`src/core/ptpc_pkg.sv`:
```
// Package for the periodic timer pulse/capture block: register map, fields, constants.
// Assumes a 32-bit Avalon-MM slave with word-aligned byte addresses.
package ptpc_pkg;

  // ****************************************************************
  // Register byte offsets
  // ****************************************************************
  localparam logic [4:0] PTPC_OFS_CTRL  = 5'h00;
  localparam logic [4:0] PTPC_OFS_CMPA  = 5'h04;
  localparam logic [4:0] PTPC_OFS_CMPP  = 5'h08;
  localparam logic [4:0] PTPC_OFS_COUNT = 5'h0C;
  localparam logic [4:0] PTPC_OFS_STAT  = 5'h10;

  // ****************************************************************
  // Control field positions
  // ****************************************************************
  localparam int PTPC_B_RUN     = 0;
  localparam int PTPC_B_MODE    = 1;
  localparam int PTPC_B_PIN     = 3;
  localparam int PTPC_B_CAPSRC  = 5;
  localparam int PTPC_B_CLRSRC  = 6;
  localparam int PTPC_B_INITLVL = 7;
  localparam int PTPC_B_POL     = 8;
  localparam int PTPC_CTRL_W    = 9;

  localparam logic [1:0] PTPC_MODE_CAPTURE = 2'h1;
  localparam logic [1:0] PTPC_MODE_PULSE   = 2'h2;
  localparam logic [1:0] PTPC_PIN_RISE     = 2'h0;
  localparam logic [1:0] PTPC_PIN_FALL     = 2'h1;
  localparam logic [1:0] PTPC_PIN_BOTH     = 2'h2;
  localparam logic [1:0] PTPC_PIN_NONE     = 2'h3;

  localparam int          PTPC_CNT_W     = 10;
  localparam logic [9:0]  PTPC_CNT_MAX   = 10'h3FF;
  localparam logic [9:0]  PTPC_CNT_RST   = 10'h000;
  localparam logic [31:0] PTPC_RD_UNMAP  = 32'h0000_0000;
  localparam int          PTPC_SYNC_LEN  = 3;

  typedef struct packed {
    logic       clear_source_select;
    logic       output_polarity_select;
    logic       output_initial_level;
    logic       capture_source_select;
    logic [1:0] pin_action_field;
    logic [1:0] timer_mode_field;
    logic       run_enable_bit;
  } ptpc_ctrl_t;

  typedef struct packed {
    logic        read;
    logic        write;
    logic [4:0]  address;
    logic [3:0]  byteenable;
    logic [31:0] writedata;
  } ptpc_avm_req_t;

endpackage

```
`src/core/ptpc_timer.sv`:
```
// Periodic timer single-pulse and capture modes with an Avalon-MM register slave.
// Assumes pins are asynchronous and the bus master holds requests until waitrequest is low.
// Contract
// - Pulse mode: mode 10, pin-action 11
// - Run bit set by write or pin
// - Run rising starts count, output leading edge
// - Run clear gives trailing edge
// - A match clears run bit
// - A match raises interrupt in pulse mode
// - Counter zeroed only at run rise in pulse mode
// - P and clear-select unused in pulse
// - Capture mode: mode field 01
// - Capture source: capture or clock pin
// - Pin-action picks rising, falling, both
// - Pin-action 11: no capture, count continues
// - Capture counter starts on software run
// - Edge copies counter to A, interrupt
// - Captures never stop or reset counter
// - P match resets counter in capture
// - P match raises interrupt in capture
// - P zero: run to maximum
// - Capture mode: no output function
// - Capture works with pin as output
// - Ten-bit counter overflows at maximum
// - A and P ten bits, low/high bytes
//
// The register offsets and register access over Avalon-MM are this design's own decisions.
`timescale 1ns/1ns
module ptpc_timer
  import ptpc_pkg::*;
#(
  parameter int CNT_W = ptpc_pkg::PTPC_CNT_W
) (
  input  wire logic        clk_i,
  input  wire logic        rst_i,
  input  wire logic [4:0]  avs_address_i,
  input  wire logic        avs_read_i,
  input  wire logic        avs_write_i,
  input  wire logic [3:0]  avs_byteenable_i,
  input  wire logic [31:0] avs_writedata_i,
  output logic [31:0]      avs_readdata_o,
  output logic             avs_waitrequest_o,
  input  wire logic        ext_timer_clock_pin_i,
  input  wire logic        dedicated_capture_pin_i,
  output logic             timer_out_o,
  output logic             timer_irq_o
);
  import ptpc_pkg::*;

  // ****************************************************************
  // Elaboration check
  // ****************************************************************
  initial begin
    if (CNT_W != PTPC_CNT_W) $error("ptpc_timer supports only a 10-bit counter");
    if (PTPC_SYNC_LEN != 3) $error("ptpc_timer needs three-stage pin synchronisers");
  end

  // ****************************************************************
  // Pin synchronisers
  // ****************************************************************
  logic clk_pin_s;
  logic cap_pin_s;
  logic clk_pin_q;
  logic cap_pin_q;

  ptpc_sync u_sync_clk (
    .clk_i   (clk_i),
    .rst_i   (rst_i),
    .pin_i   (ext_timer_clock_pin_i),
    .level_o (clk_pin_s)
  );

  // Capture pin is read as an input even when shared as an output
  ptpc_sync u_sync_cap (
    .clk_i   (clk_i),
    .rst_i   (rst_i),
    .pin_i   (dedicated_capture_pin_i),
    .level_o (cap_pin_s)
  );

  always_ff @(posedge clk_i) begin
    if (rst_i) begin
      clk_pin_q <= 1'b0;
      cap_pin_q <= 1'b0;
    end else begin
      clk_pin_q <= clk_pin_s;
      cap_pin_q <= cap_pin_s;
    end
  end

  // ****************************************************************
  // Registers and decode
  // ****************************************************************
  ptpc_ctrl_t        ctrl_q;
  logic [CNT_W-1:0]  cmpa_q;
  logic [CNT_W-1:0]  cmpp_q;
  logic [CNT_W-1:0]  cnt_q;
  logic              run_q;
  logic              run_prev_q;
  logic              out_q;
  logic              irq_q;
  logic              capture_seen_q;
  logic              ack_q;
  ptpc_avm_req_t     req;

  function automatic logic hit(input logic [4:0] a, input logic [4:0] ofs);
    hit = (a == ofs);
  endfunction

  function automatic logic pick(input logic sel, input logic on_clk, input logic on_cap);
    pick = sel ? on_clk : on_cap;
  endfunction

  assign req.read       = avs_read_i;
  assign req.write      = avs_write_i;
  assign req.address    = avs_address_i;
  assign req.byteenable = avs_byteenable_i;
  assign req.writedata  = avs_writedata_i;

  // ****************************************************************
  // Bus handshake
  // ****************************************************************
  // One wait cycle per access keeps read data registered
  assign avs_waitrequest_o = (req.read | req.write) & ~ack_q;

  // Writes commit where waitrequest is low, so a stalled master never writes early
  logic wr_go;
  logic rd_go;
  assign wr_go = req.write & ack_q;
  assign rd_go = req.read & ~ack_q;

  // ****************************************************************
  // Write strobes
  // ****************************************************************
  logic wr_ctrl;
  logic wr_cmpa;
  logic wr_cmpp;
  logic wr_stat;
  assign wr_ctrl = wr_go & hit(req.address, PTPC_OFS_CTRL);
  assign wr_cmpa = wr_go & hit(req.address, PTPC_OFS_CMPA);
  assign wr_cmpp = wr_go & hit(req.address, PTPC_OFS_CMPP);
  assign wr_stat = wr_go & hit(req.address, PTPC_OFS_STAT);

  always_ff @(posedge clk_i) begin
    if (rst_i) begin
      ack_q <= 1'b0;
    end else begin
      ack_q <= (req.read | req.write) & ~ack_q;
    end
  end

  // ****************************************************************
  // Mode decode
  // ****************************************************************
  logic pulse_mode;
  logic cap_mode;
  assign pulse_mode = (ctrl_q.timer_mode_field == PTPC_MODE_PULSE) &
                      (ctrl_q.pin_action_field == PTPC_PIN_NONE);
  assign cap_mode   = (ctrl_q.timer_mode_field == PTPC_MODE_CAPTURE);

  logic             run_rise;
  logic             match_a;
  logic             match_p;
  logic [CNT_W-1:0] wrap_pt;
  assign run_rise = run_q & ~run_prev_q;
  assign match_a  = pulse_mode & run_q & ~run_rise & (cnt_q == cmpa_q);
  // Zero P lets the counter reach full scale before wrapping
  assign wrap_pt  = (cmpp_q == '0) ? PTPC_CNT_MAX : cmpp_q;
  assign match_p  = cap_mode & run_q & ~run_rise & (cnt_q == wrap_pt);

  // ****************************************************************
  // Capture edge select
  // ****************************************************************
  logic cap_now;
  logic cap_prev;
  logic cap_edge;
  assign cap_now  = pick(ctrl_q.capture_source_select, clk_pin_s, cap_pin_s);
  assign cap_prev = pick(ctrl_q.capture_source_select, clk_pin_q, cap_pin_q);

  always_comb begin
    cap_edge = 1'b0;
    case (ctrl_q.pin_action_field)
      PTPC_PIN_RISE: cap_edge = cap_now & ~cap_prev;
      PTPC_PIN_FALL: cap_edge = ~cap_now & cap_prev;
      PTPC_PIN_BOTH: cap_edge = cap_now ^ cap_prev;
      PTPC_PIN_NONE: cap_edge = 1'b0;
      default:       cap_edge = 1'b0;
    endcase
  end

  logic cap_fire;
  assign cap_fire = cap_mode & run_q & cap_edge;

  logic pin_trig;
  assign pin_trig = pulse_mode & clk_pin_s & ~clk_pin_q;

  // ****************************************************************
  // Control register and run bit
  // ****************************************************************
  always_ff @(posedge clk_i) begin
    if (rst_i) begin
      ctrl_q <= '0;
    end else if (wr_ctrl) begin
      if (req.byteenable[0]) begin
        ctrl_q.timer_mode_field       <= req.writedata[PTPC_B_MODE+:2];
        ctrl_q.pin_action_field       <= req.writedata[PTPC_B_PIN+:2];
        ctrl_q.capture_source_select  <= req.writedata[PTPC_B_CAPSRC];
        ctrl_q.clear_source_select    <= req.writedata[PTPC_B_CLRSRC];
        ctrl_q.output_initial_level   <= req.writedata[PTPC_B_INITLVL];
      end
      if (req.byteenable[1]) begin
        ctrl_q.output_polarity_select <= req.writedata[PTPC_B_POL];
      end
    end
  end

  // Pin trigger or software set beats the A-match clear
  always_ff @(posedge clk_i) begin
    if (rst_i) begin
      run_q <= 1'b0;
    end else if (pin_trig) begin
      run_q <= 1'b1;
    end else if (wr_ctrl && req.byteenable[0]) begin
      run_q <= req.writedata[PTPC_B_RUN];
    end else if (match_a) begin
      run_q <= 1'b0;
    end
  end

  always_ff @(posedge clk_i) begin
    if (rst_i) begin
      run_prev_q <= 1'b0;
    end else begin
      run_prev_q <= run_q;
    end
  end

  // ****************************************************************
  // Counter
  // ****************************************************************
  // An A match holds the count so software can read back the width
  always_ff @(posedge clk_i) begin
    if (rst_i) begin
      cnt_q <= PTPC_CNT_RST;
    end else if (run_rise) begin
      cnt_q <= PTPC_CNT_RST;
    end else if (match_p) begin
      cnt_q <= PTPC_CNT_RST;
    end else if (run_q && !match_a) begin
      // Wraps naturally from full scale; captures do not disturb it
      cnt_q <= cnt_q + 1'b1;
    end
  end

  // ****************************************************************
  // Compare values
  // ****************************************************************
  always_ff @(posedge clk_i) begin
    if (rst_i) begin
      cmpa_q <= '0;
    end else if (cap_fire) begin
      cmpa_q <= cnt_q;
    end else if (wr_cmpa) begin
      if (req.byteenable[0]) cmpa_q[7:0] <= req.writedata[7:0];
      if (req.byteenable[1]) cmpa_q[9:8] <= req.writedata[9:8];
    end
  end

  // P is written in any mode but only compared in capture mode
  always_ff @(posedge clk_i) begin
    if (rst_i) begin
      cmpp_q <= '0;
    end else if (wr_cmpp) begin
      if (req.byteenable[0]) cmpp_q[7:0] <= req.writedata[7:0];
      if (req.byteenable[1]) cmpp_q[9:8] <= req.writedata[9:8];
    end
  end

  // ****************************************************************
  // Output pin and interrupt
  // ****************************************************************
  always_ff @(posedge clk_i) begin
    if (rst_i) begin
      out_q <= 1'b0;
    end else if (pulse_mode) begin
      out_q <= run_q;
    end else begin
      out_q <= 1'b0;
    end
  end
  assign timer_out_o = out_q;

  logic irq_set;
  assign irq_set = match_a | match_p | cap_fire;

  // Sticky request; an event in the clear cycle wins
  always_ff @(posedge clk_i) begin
    if (rst_i) begin
      irq_q <= 1'b0;
    end else if (irq_set) begin
      irq_q <= 1'b1;
    end else if (wr_stat && req.byteenable[0] && req.writedata[0]) begin
      irq_q <= 1'b0;
    end
  end
  assign timer_irq_o = irq_q;

  // ****************************************************************
  // Status flags
  // ****************************************************************
  always_ff @(posedge clk_i) begin
    if (rst_i) begin
      capture_seen_q <= 1'b0;
    end else if (cap_fire) begin
      capture_seen_q <= 1'b1;
    end else if (run_rise) begin
      capture_seen_q <= 1'b0;
    end
  end

  // ****************************************************************
  // Read data
  // ****************************************************************
  always_ff @(posedge clk_i) begin
    if (rst_i) begin
      avs_readdata_o <= PTPC_RD_UNMAP;
    end else if (rd_go) begin
      avs_readdata_o <= PTPC_RD_UNMAP;
      if (hit(req.address, PTPC_OFS_CTRL)) begin
        avs_readdata_o[PTPC_CTRL_W-1:0] <= {ctrl_q.output_polarity_select,
          ctrl_q.output_initial_level, ctrl_q.clear_source_select,
          ctrl_q.capture_source_select, ctrl_q.pin_action_field,
          ctrl_q.timer_mode_field, run_q};
      end else if (hit(req.address, PTPC_OFS_CMPA)) begin
        avs_readdata_o[CNT_W-1:0] <= cmpa_q;
      end else if (hit(req.address, PTPC_OFS_CMPP)) begin
        avs_readdata_o[CNT_W-1:0] <= cmpp_q;
      end else if (hit(req.address, PTPC_OFS_COUNT)) begin
        avs_readdata_o[CNT_W-1:0] <= cnt_q;
      end else if (hit(req.address, PTPC_OFS_STAT)) begin
        avs_readdata_o[2:0] <= {out_q, capture_seen_q, irq_q};
      end
    end
  end

endmodule // ptpc_timer

```
`src/core/ptpc_sync.sv`:
```
// Three-stage synchroniser with agreement filter for one pin input.
// Assumes the pin is asynchronous to clk_i.
`timescale 1ns/1ns
module ptpc_sync #(
  parameter int STAGES = ptpc_pkg::PTPC_SYNC_LEN
) (
  input  wire logic clk_i,
  input  wire logic rst_i,
  input  wire logic pin_i,
  output logic      level_o
);
  import ptpc_pkg::*;

  logic [STAGES-1:0] sh_q;

  initial begin
    if (STAGES != 3) $error("ptpc_sync needs exactly three stages");
  end

  always_ff @(posedge clk_i) begin
    if (rst_i) begin
      sh_q <= '0;
    end else begin
      sh_q <= {sh_q[STAGES-2:0], pin_i};
    end
  end

  // Only stages two and three are compared; stage one feeds stage two alone
  always_ff @(posedge clk_i) begin
    if (rst_i) begin
      level_o <= 1'b0;
    end else if (sh_q[1] == sh_q[2]) begin
      level_o <= sh_q[2];
    end
  end

endmodule // ptpc_sync

```
`config.mk`:
```
export PLATFORM = sky130hd
export DESIGN_NAME = ptpc_timer
export DESIGN_NICKNAME = d
export VERILOG_FILES = /design/src/core/ptpc_pkg.sv /design/src/core/ptpc_timer.sv /design/src/core/ptpc_sync.sv
export SDC_FILE = /design/constraint.sdc
export NUM_CORES = 1
export LEC_CHECK = 0
export ABC_AREA = 0
export BUFFER_PORTS_ARGS = -buffer_cell sky130_fd_sc_hd__clkbuf_2
export CORE_AREA = 2 2 88 90
export CTS_CLUSTER_SIZE = 20
export DETAILED_ROUTE_END_ITERATION = 10
export DIE_AREA = 0 0 90 92
export HOLD_SLACK_MARGIN = 0.15
export PLACE_DENSITY = 0.8
export SYNTH_ARGS = -nofsm -noshare
export SYNTH_HDL_FRONTEND = slang
export SYNTH_HIERARCHICAL = 1
export SYNTH_SLANG_ARGS = --single-unit
```
`constraint.sdc`:
```
create_clock -name clk_i -period 2.1 [get_ports clk_i]
set_input_delay 0.21 -clock clk_i [delete_from_list [all_inputs] [get_ports clk_i]]
set_output_delay 0.21 -clock clk_i [all_outputs]
set_load 0.005 [all_outputs]
```
# After elaboration in Yosys (flattened, before gate mapping)
# Cells that the tools add are included.
# op_classes
reduce_logical,22
shifts,0
order_cmp,0
mux,22
mul,0
add_sub_neg,1
n_eq_ne,13
div,0
bitwise,31
# ops
op,n
$mux 10,5
$and 1x1->1,20
$eq 10x10->1,2
$reduce_and 2->1,6
$add 10x1->10 const B,1
$eq 5x4->1 const B,2
$logic_not 10->1,1
$mux 1,10
$reduce_bool 2->1,5
$mux 9,1
$mux 8,1
$mux 7,1
$not 1->1,7
$eq 2x2->1 const B,3
$mux 3,2
$eq 5x3->1 const B,1
$eq 5x5->1 const B,1
$logic_not 5->1,1
$eq 2x1->1 const B,2
$logic_and 1x1->1,4
$pmux 1 s4,1
$or 1x1->1,3
$reduce_bool 3->1,1
$reduce_or 3->1,1
6 further kinds,7
# word_totals
input_bits,47
out_inout_bits,35
romBits,0
latchBits,0
ram_bits,0
elab_cells,113
register_bits,64
mem_count,0

# Longest topological paths before layout
# Gate-level depths: netlist (run 1).
# depth
depth_word,8
ltp_mapped,10
ltp_nobuf,9

# By module
# The synthesis (run 1) kept the hierarchy.
# by_module_without_submodules
mod,instances,cells_each,area_each_um2,seq_area_each_um2
ptpc_timer,1,373,3176.8,1121.1
ptpc_sync,2,10,112.6,80.1

# Least setup slack after synthesis (run 1)
# Ideal clock, no wire load.
# synth_timing
path_type,reg2reg
from,reg cnt_q[6]
to,reg cnt_q[9]
period_less_slack_ns,1.944
arrival_ns,1.813
path_slack_ns,0.156
n_path_buf,2
path_stages_with_launch,9
required_time_ns,1.968
setup_ns,0.132
path_cell_list,dfxtp_1 -> buf_4 -> xor2_1 -> or4_1 -> o31a_1 -> buf_6 -> nand4_1 -> xor2_1 -> nor2_1
# synth_via
elab_chain_cells,4
elab_cells_between_ends,8
classes_between,add/sub (1); eq/ne (2); bitwise (2); reduce/logical (3)
# synth_rtl
element,line_no,source
from (decl),ptpc_timer.sv:97,logic [CNT_W-1:0] cnt_q;
from (signal assigned),ptpc_timer.sv:251,cnt_q <= cnt_q + 1'b1;
"parallel branches: the longest is 4 deep, another holds $add 10x1->10",--,
# Parallel ways; which one is timed is not known.
# A chain may end at the register's enable or synchronous reset.

# Final worst setup path (run 1)
# layout_timing
from,reg cnt_q[2]
to,reg cnt_q[5]
# The elaborated chain is that of the path after synthesis.

==> impl_metrics.csv, run 1 <==
group,metric,value,unit
die,dieArea,0.008280,mm2
synth,async_flop_share,0,%
timing,fmax,0.5054,GHz
synth,ys_seq_elements,64,
detailed_routing,wl_per_cell,15.79,um
setup_path,worstSetupPathType,"reg2reg",
cells_and_area,drive_above_1_share,20.09,%
synth,synth.distinct_cells,43,
run_status,status,"completed",
grt,grt_usage,21.62,%
detailed_routing,first_pass_iters,5,
synth,synth_area_per_cell,8.657,um2
grt,grt_pass1_wl,14.15,mm
setup_path,required,2.34,ns
timing,fin_crit_sh,94.21,%
setup_path,path_max_fanout,12,
timing,holdWs,0.1639,ns
setup_path,cp_cell_sequence,"xor2_1 -> or4_1 -> o31a_2 -> nand4_1 -> xor2_1 -> nor2_1",
synth,synth_flop_cell,"dfxtp_1",
detailed_routing,drt-total-wl,8.687,mm
synth,synth_cells,393,
detailed_routing,viasPerCell,5.578,
setup_path,cp-start-kind,"flop",
place,place_ws,0.09082,ns
pwr,power_density,646.4,mW/mm2
die,io_pins,82,
detailed_routing,drc,0,
timing,timing.setup.tns,0,ns
cells_and_area,area_delta_synth_final,17.76,%
setup_path,cp.buffers_inverters,0,
place,dp_cells,530,
timing,setup_viol,0,
detailed_routing,ant_nets,0,
grt,antenna_found_initial,0,
timing,tightest_slew,0.5190,ns
cts,cts_buffer_depth,2,
grt,grt_max_degree,28,
synth,yosysTopAreaCell,"dfxtp_1",
pwr,p_leak,1.790,nW
timing,hold_viol,0,
die,core-area,0.007447,mm2
cells_and_area,nets,494,
cts,cts_tree,"built",
synth,synth.top_cell.area_share,37.66,%
worst_hold_path,hp-class,"in2reg",
cells_and_area,n_antenna_cell,0,
setup_path,crit_path_end_kind,"flop",
timing,setup_slack,0.1216,ns
place,dp_hpwl,6.384,mm
cts,path_clk_slew,0.07,ns
grt,grt_pass1_vias,2884,
cts,cts_sinks,64,
timing,drv_slew,0,
synth,ys_seq_area_share,37.66,%
die,initial_core_util,45.68,%
cells_and_area,fin_util,53.80,%
timing,rsz0062_at_grt,"false",
cts,cts_htree_levels,3,
cells_and_area,final_cells,550,
setup_path,cpMaxStageDelayCell,"or4_1",
detailed_routing,drtIter0Drc,220,
die,dieHeight,92,um
synth,synthTopCellsByArea,"dfxtp_1, mux2i_1, nor2_1",
cts,numCtsBuffers,9,
setup_path,slowest_delay,0.56,ns
timing,fin_worst_skew,0.003992,ns
pwr,irDropWorstVdd,0.3903,mV
timing,finalCriticalPeriod,1.978,ns
setup_path,cpMostUsedCell,"xor2_1",
cts,clockRootBuffer,"clkbuf_8",
synth,ys.warnings.count,6,
timing,relSlewSlack,64.96,%
die,die_w,90,um
detailed_routing,num_vias,3068,
setup_path,cp.arrival,2.22,ns
die,rows,32,
grt,grt_overflow,0,
synth,syn-cell-area,0.003402,mm2
cts,clk_latency,0.35,ns
place,portBuffers,35,
run,max_cap_violations,0,
synth,synth-edff-count,0,
synth,synth_commonest_cells,"dfxtp_1, nor2_1, mux2i_1, buf_4, clkbuf_1",
setup_path,cp_top_family,"simple AND/OR/NAND/NOR gates",
place,routabilityCongestion,0.9986,
==> kinds of logic (layout without fill, tap and decap cells) <==
kind of cell / after synthesis / in the layout / synth area share [%]
other: 1 / 22 / 0.1102
AOI/OAI and AO/OA: 59 / 59 / 12.47
and+or+nand+nor: 146 / 146 / 21.99
buffers and inverters: 59 / 93 / 9.489
muxes: 40 / 40 / 11.77
xor gates and xnor gates: 21 / 21 / 5.407
adders and majority gates: 3 / 3 / 1.103
DFF: 64 / 64 / 37.66
==> where the power goes <==
| part | switching [W] | internal (W) | total (W) |
|---|---|---|---|
| clock | 0.000457 | 0.000725 | 0.00118 |
| combinational | 0.000100 | 0.0000646 | 0.000165 |
| sequential | 0.0000112 | 0.00123 | 0.00124 |
==> per-stage QoR <==
| step | area, um2 | power [W] |
|---|---|---|
| after floorplan | 3481 | 0.001380 |
| after global placement | 3705 | 0.001418 |
| after detailed placement | 3705 | 0.001423 |
| after CTS | 3975 | 0.002612 |
| after global routing | 4006 | 0.002675 |
| final | 4006 | 0.002590 |
==> cell type report <==
class | count | area [um2]
clock buffers | 12 | 155.1
clock inverters | 3 | 65.06
multi-input cells | 291 | 1907
flip-flops and latches | 64 | 1282
inverters | 11 | 41.29
well taps | 102 | 127.6
repair buffers | 67 | 427.9
fillers | 687 | 3441
==> what timing repair did <==
item / 4_1_cts / 5_1_grt
hold endpoints to repair: 6 / 0
gates resized for setup: 0 / 9
setup endpoints to repair: 0 / 18
hold buffers: 5 / 0
setup buffers: 0 / 0
==> final timing paths <==
check | startpoint | end | slack (ns) | cells after the start
setup / recovery | cnt_q[2] | cnt_q[5] | 0.12 | 6
setup reg to reg | cnt_q[2] | cnt_q[5] | 0.12 | 6
hold reg to reg | u_sync_cap/sh_q[0] | u_sync_cap/sh_q[1] | 0.46 | 1
hold / removal | avs_writedata_i[7] | ctrl_q[6] | 0.16 | 3
==> cells in the final DEF, fill, tap and decap left out, drive strengths merged, types with 2 or more instances in the layout <==
cell / Yosys / routed
nor2: 64 / 64
dfxtp: 64 / 64
clkbuf: 23 / 47
mux2i: 40 / 40
buf: 25 / 27
conb: 1 / 22
nand2: 19 / 19
a211oi: 18 / 18
nor2b: 15 / 15
xnor2: 13 / 13
nand4: 12 / 12
inv: 11 / 11
a21oi: 11 / 11
xor2: 8 / 8
a221oi: 7 / 7
nor3: 7 / 7
and3: 7 / 7
o21ai: 6 / 6
dlygate4sd3: 0 / 5
nor4: 5 / 5
nand2b: 4 / 4
o221ai: 4 / 4
o22ai: 3 / 3
a31oi: 3 / 3
nor4bb: 3 / 3
ha: 3 / 3
nand3: 2 / 2
nand3b: 2 / 2
a32oi: 2 / 2
bufinv: 0 / 2
o31a: 2 / 2
==> sequential cells by signal, indices dropped and copies added, names as in the netlist, 3 cells and up <==
name,flops
avs_readdata_o,10
cmpa_q,10
cmpp_q,10
cnt_q,10
ctrl_q,8
u_sync_cap/sh_q,3
u_sync_clk/sh_q,3
==> worst min-delay path, cell delays in order <==
cell      delay, ns
clkbuf_2       0.11
mux2i_1        0.07
nor2_1         0.08
==> routing by layer <==
metal / vias up / global-route usage (%) / wire [um]
met5: - / 0 / 0
met4: 0 / 9.615 / 269
met3: 32 / 5.423 / 726
met2: 172 / 35.09 / 4018
met1: 1424 / 27.28 / 3672
li1: 1440 / - / -
No activity file was read; power rests on OpenSTA's default activity.
==> inputs of run 2 (changes only) <==
- clock period: 2.1 -> 1.7 ns (I/O delays scaled with it)
==> run 2 against run 1 <==
Against the previous run: the run now ends with setup timing left; utilization is 9.2 points higher; count of clock-buffer cells in the layout is 1 lower; die area stayed put; sequential share of layout area is 4.5 points lower; maximum frequency is 4.7% higher; wire length is 21% higher; setup slack worse by 0.31 ns; critical endpoint is now cnt_q[4]; largest cell class unchanged; largest power group unchanged.
==> impl_metrics.csv, run 2 (synthesis results as in run 1) <==
group,metric,value,unit
run_status,status,"complete, but fails checks",
run_status,violations,"setup timing",
place,dp_hpwl,7.307,mm
setup_path,cp.arrival,2.12,ns
timing,hold_viol,0,
detailed_routing,wl_per_cell,17.25,um
cells_and_area,layout_common_cells,"buf_4, dfxtp_1, nor2_1",
cells_and_area,nets,553,
cells_and_area,multi_input_area,0.002093,mm2
setup_path,slowest_delay,0.35,ns
grt,grt_usage,25.92,%
pwr,irDropWorstVdd,0.6137,mV
cts,clockRootBuffer,"clkbuf_8",
setup_path,worstSetupPathType,"reg2reg",
place,portBuffers,35,
cts,numCtsBuffers,9,
cts,path_clk_slew,0.07,ns
die,initial_core_util,45.68,%
grt,grt_overflow,0,
cts,cts_tree,"built",
cts,clk_latency,0.34,ns
setup_path,cp_top_family,"simple AND/OR/NAND/NOR gates",
detailed_routing,drt-total-wl,10.52,mm
timing,fin_worst_skew,0.008835,ns
grt,grt_max_degree,29,
setup_path,r2r_cells,8,
timing,rsz0062_at_grt,"true",
detailed_routing,drtIter0Drc,247,
cells_and_area,seq_area,0.001291,mm2
cts,cts_sinks,64,
timing,setup_viol,22,
detailed_routing,num_vias,3349,
place,routabilityCongestion,0.9762,
timing,setup_slack,-0.1891,ns
cells_and_area,final_cells,610,
worst_hold_path,hp-class,"in2reg",
detailed_routing,drc,0,
cells_and_area,nFillCells,600,
pwr,p_leak,2.107,nW
cts,cts_htree_levels,3,
die,die_w,90,um
die,dieArea,0.008280,mm2
place,dp_cells,579,
timing,timing.setup.tns,-2.931,ns
timing,fmax,0.5294,GHz
die,rows,32,
setup_path,worst-path-stages,8,
grt,grt_pass1_wl,16.80,mm
die,dieHeight,92,um
timing,drv_slew,0,
setup_path,cp.buffers_inverters,2,
setup_path,cp_cell_sequence,"nor4_4 -> buf_4 -> a32oi_1 -> o22ai_1 -> nand4_1 -> o221ai_4 -> buf_6 -> nor2_2",
setup_path,crit_path_end_kind,"flop",
worst_hold_path,hold_depth,3,
setup_path,cp-start-kind,"flop",
grt,grt_pass1_vias,3383,
run,max_cap_violations,0,
cells_and_area,area_delta_synth_final,37.92,%
die,core-area,0.007447,mm2
die,io_pins,82,
detailed_routing,ant_nets,0,
cells_and_area,n_antenna_cell,0,
setup_path,cpMaxStageDelayCell,"nor4_4",
detailed_routing,viasPerCell,5.490,
cells_and_area,final_common_cell,"buf_4",
setup_path,required,1.93,ns
pwr,power_density,688.9,mW/mm2
cts,cts_buffer_depth,2,
grt,antenna_found_initial,0,
timing,fin_crit_sh,111.1,%
cells_and_area,drive_above_1_share,35.04,%
detailed_routing,first_pass_iters,5,
setup_path,path_max_fanout,5,
timing,finalCriticalPeriod,1.889,ns
run 2: cell types whose count changed in the layout (fill, tap and decap cells not counted), sizes merged:
| cell | delta |
|---|---|
| o31a | +1 |
| buf | +55 |
| dlygate4sd3 | +3 |
| clkinvlp | +2 |
| clkbuf | -1 |
run 2: metrics by stage:
stage | hold slack (ns) | power, W | setup WS, ns | instance area [um2] | utilization [%]
after floorplan | 0.2391 | 0.001706 | -0.1809 | 3520 | -
after CTS | 0.1520 | 0.003235 | -0.1294 | 4633 | 62.21
after global routing | 0.1590 | 0.003331 | -0.2474 | 4692 | 63.00
after global placement | 0.3825 | 0.001773 | -0.2122 | 4110 | 55.19
after detailed placement | 0.3978 | 0.001778 | -0.2645 | 4110 | 55.19
final | 0.1613 | 0.003232 | -0.1891 | 4692 | 63.00
run 2: area by class of cell:
cell class	instances	area share, %
multi-input combinational	292	44.61
sequential	64	27.52
timing repair buffer	125	19.55
clock buffer	11	3.013
tap	102	2.720
clock inverter	5	1.707
inverter	11	0.8800
run 2: worst paths after layout:
check	slack, ns	to	from
min reg2reg	0.45	u_sync_cap/sh_q[1]	u_sync_cap/sh_q[0]
min	0.16	ctrl_q[4]	avs_writedata_i[4]
max reg2reg	-0.19	cnt_q[4]	cmpp_q[2]
max	-0.19	cnt_q[4]	cmpp_q[2]
run 2: what timing repair did:
| item | CTS | global route |
|---|---|---|
| resized for setup | 46 | 13 |
| hold buffers | 8 | 0 |
| pin swaps | 25 | 5 |
| setup endpoints to repair | 23 | 25 |
| buffers inserted | 3 | 2 |
| gates cloned | 2 | 0 |
| endpoints found under the hold margin | 12 | 0 |
run 2: report_power, final:
part	leakage (nW)	internal [W]	switching, W
registers	0.521	0.00152	0.0000119
clock network	0.106	0.000863	0.000596
logic	1.48	0.000102	0.000141
total	2.11	0.00248	0.000749
run 2: routing by layer:
layer | part of all wire (%) | global-route usage (%)
met1 | 41 | 31.72
met5 | 0 | 0
met3 | 7.2 | 6.245
met4 | 3.9 | 13.33
met2 | 48 | 42.54
run 2: tightest hold or removal path, delay by kind of cell:
| kind | cells | cell delay, ns |
|---|---|---|
| AND/OR/NAND/NOR | 1 | 0.07 |
| buffers and inverters | 1 | 0.14 |
| multiplexers | 1 | 0.08 |
==> inputs of run 3 (changes only) <==
- SETUP_SLACK_MARGIN: unset -> 0.15
==> run 3 against run 2 <==
Against the previous run: critical path type unchanged; first-iteration DRC count is 40% higher; worst hold slack better by 0.016 ns; sequential cell count stayed put; power is 0.80% higher; wire length is 1.9% higher; non-clock buffer count is 5 lower; critical endpoint is now cnt_q[2]; largest power group unchanged; maximum frequency is 4.8% lower; combinational power is 4% lower; the flow still finishes with violations (setup timing); sequential power hardly changed.
==> impl_metrics.csv, run 3 (synthesis results as in run 1) <==
group,metric,value,unit
detailed_routing,num_vias,3412,
setup_path,crit_path_end_kind,"flop",
timing,fin_worst_skew,0.008756,ns
timing,fmax,0.5041,GHz
setup_path,cp-start-kind,"flop",
cts,clockRootBuffer,"clkbuf_8",
die,die_w,90,um
timing,setup_viol,23,
pwr,p_leak,2.106,nW
detailed_routing,viasPerCell,5.630,
die,core-area,0.007447,mm2
place,routabilityCongestion,0.9695,
place,dp_hpwl,7.054,mm
worst_hold_path,hp-class,"in2reg",
cells_and_area,final_common_cell,"buf_4",
place,portBuffers,35,
run_status,status,"complete, but fails checks",
die,io_pins,82,
cells_and_area,layout_common_cells,"buf_4, dfxtp_1, nor2_1",
grt,grt_pass1_wl,16.82,mm
setup_path,r2r_start,"cmpp_q[6]",
cells_and_area,nets,549,
cts,numCtsBuffers,9,
pwr,power_density,690.3,mW/mm2
cells_and_area,design_area,0.004720,mm2
pwr,irDropWorstVdd,0.5881,mV
die,initial_core_util,45.68,%
die,rows,32,
setup_path,cp.arrival,2.21,ns
timing,drv_slew,0,
worst_hold_path,hold_depth,3,
cts,cts_tree,"built",
setup_path,r2r-end,"cnt_q[2]",
setup_path,rrSetupSlack,-0.28,ns
detailed_routing,drt-total-wl,10.73,mm
run,max_cap_violations,0,
setup_path,crit_start,"cmpp_q[6]",
grt,grt_usage,25.88,%
timing,rsz0062_at_grt,"true",
die,dieHeight,92,um
timing,setup_slack,-0.2836,ns
setup_path,path_max_fanout,5,
grt,grt_max_degree,29,
timing,finalCriticalPeriod,1.984,ns
cells_and_area,n_antenna_cell,0,
cells_and_area,fin_util,63.37,%
cts,path_clk_slew,0.08,ns
setup_path,required,1.93,ns
grt,grt_overflow,0,
grt,antenna_found_initial,0,
detailed_routing,wl_per_cell,17.70,um
detailed_routing,drc,0,
cells_and_area,area_delta_synth_final,38.73,%
timing,tightest_slew,0.5089,ns
place,place_area,0.004043,mm2
cts,cts_sinks,64,
timing,relSlewSlack,65.64,%
detailed_routing,first_pass_iters,6,
cts,clk_latency,0.35,ns
setup_path,worstSetupPathType,"reg2reg",
timing,fin_crit_sh,116.7,%
die,dieArea,0.008280,mm2
detailed_routing,drtIter0Drc,347,
setup_path,r2r_cells,7,
cells_and_area,drive_above_1_share,34.52,%
cts,cts_htree_levels,3,
worst_hold_path,hp-start,"avs_writedata_i[0]",
detailed_routing,ant_nets,0,
timing,hold_viol,0,
cts,cts_buffer_depth,2,
run_status,violations,"setup timing",
grt,grt_pass1_vias,3361,
worst_hold_path,min_to,"cmpp_q[0]",
## run 3: cell count changes in the layout (fill, tap and decap cells not counted), sizes merged
cell | previous run | this run
o221ai | 4 | 5
buf | 82 | 73
dlygate4sd3 | 8 | 12
## run 3: layout make-up
| type | instances | area, um2 |
|---|---|---|
| Sequential cell | 64 | 1294 |
| Multi-Input combinational cell | 293 | 2153 |
| Inverter | 11 | 41.29 |
| Fill cell | 592 | 2728 |
| Clock buffer | 11 | 141.4 |
| Clock inverter | 5 | 80.08 |
| Tap cell | 102 | 127.6 |
| Timing Repair Buffer | 120 | 882.1 |
## run 3: where the power goes
group          internal (W)  switching [W]  total [W]
Combinational     0.0000982       0.000135   0.000233
Clock              0.000864       0.000628    0.00149
Sequential          0.00152      0.0000139    0.00153
## run 3: routing by layer
metal / up-vias / GRT usage, % / part of all wire, %
met1: 1595 / 30.05 / 39
met2: 202 / 44.11 / 47
li1: 1552 / - / -
met4: 0 / 12.05 / 5.1
met3: 63 / 7.477 / 8.5
met5: - / 0 / 0
## run 3: worst max-delay path by stage
| stage | end | depth (start not counted) | slack, ns |
|---|---|---|---|
| 6_report | cnt_q[2] | 7 | -0.28 |
| 2_1_floorplan | cnt_q[9] | 8 | -0.18 |
| 3_3_place_gp | cnt_q[5] | 6 | -0.22 |
| 5_1_grt | cmpa_q[5] | 10 | -0.31 |
| 4_1_cts | cnt_q[4] | 6 | -0.22 |
| 3_5_place_dp | cmpa_q[7] | 9 | -0.29 |
## run 3: through the flow
stage	hold slack, ns	worst slack (ns)	total power, W	setup TNS, ns	cells
CTS	0.1553	-0.2196	0.003259	-3.595	604
detailed placement	0.3879	-0.2878	0.001762	-5.383	569
finish	0.1772	-0.2836	0.003258	-5.193	606
global placement	0.3840	-0.2215	0.001758	-2.948	569
global route	0.1860	-0.3146	0.003346	-6.435	606
floorplan	0.2391	-0.1808	0.001706	-1.473	414
## run 3: worst max-delay path: stages, from the launching register on
cell,delay [ns]
dfxtp_2,0.34
nor4_4,0.39
buf_4,0.19
a32oi_1,0.12
o22ai_1,0.20
nand4_1,0.26
o221ai_4,0.30
nor2_1,0.08
## run 3: timing repair
action	4_1_cts	5_1_grt
setup endpoints to repair	25	33
setup buffers	4	2
hold buffers	12	0
cloned	3	0
endpoints found under the hold margin	19	0
pin swaps	23	11
gates resized for setup	41	24
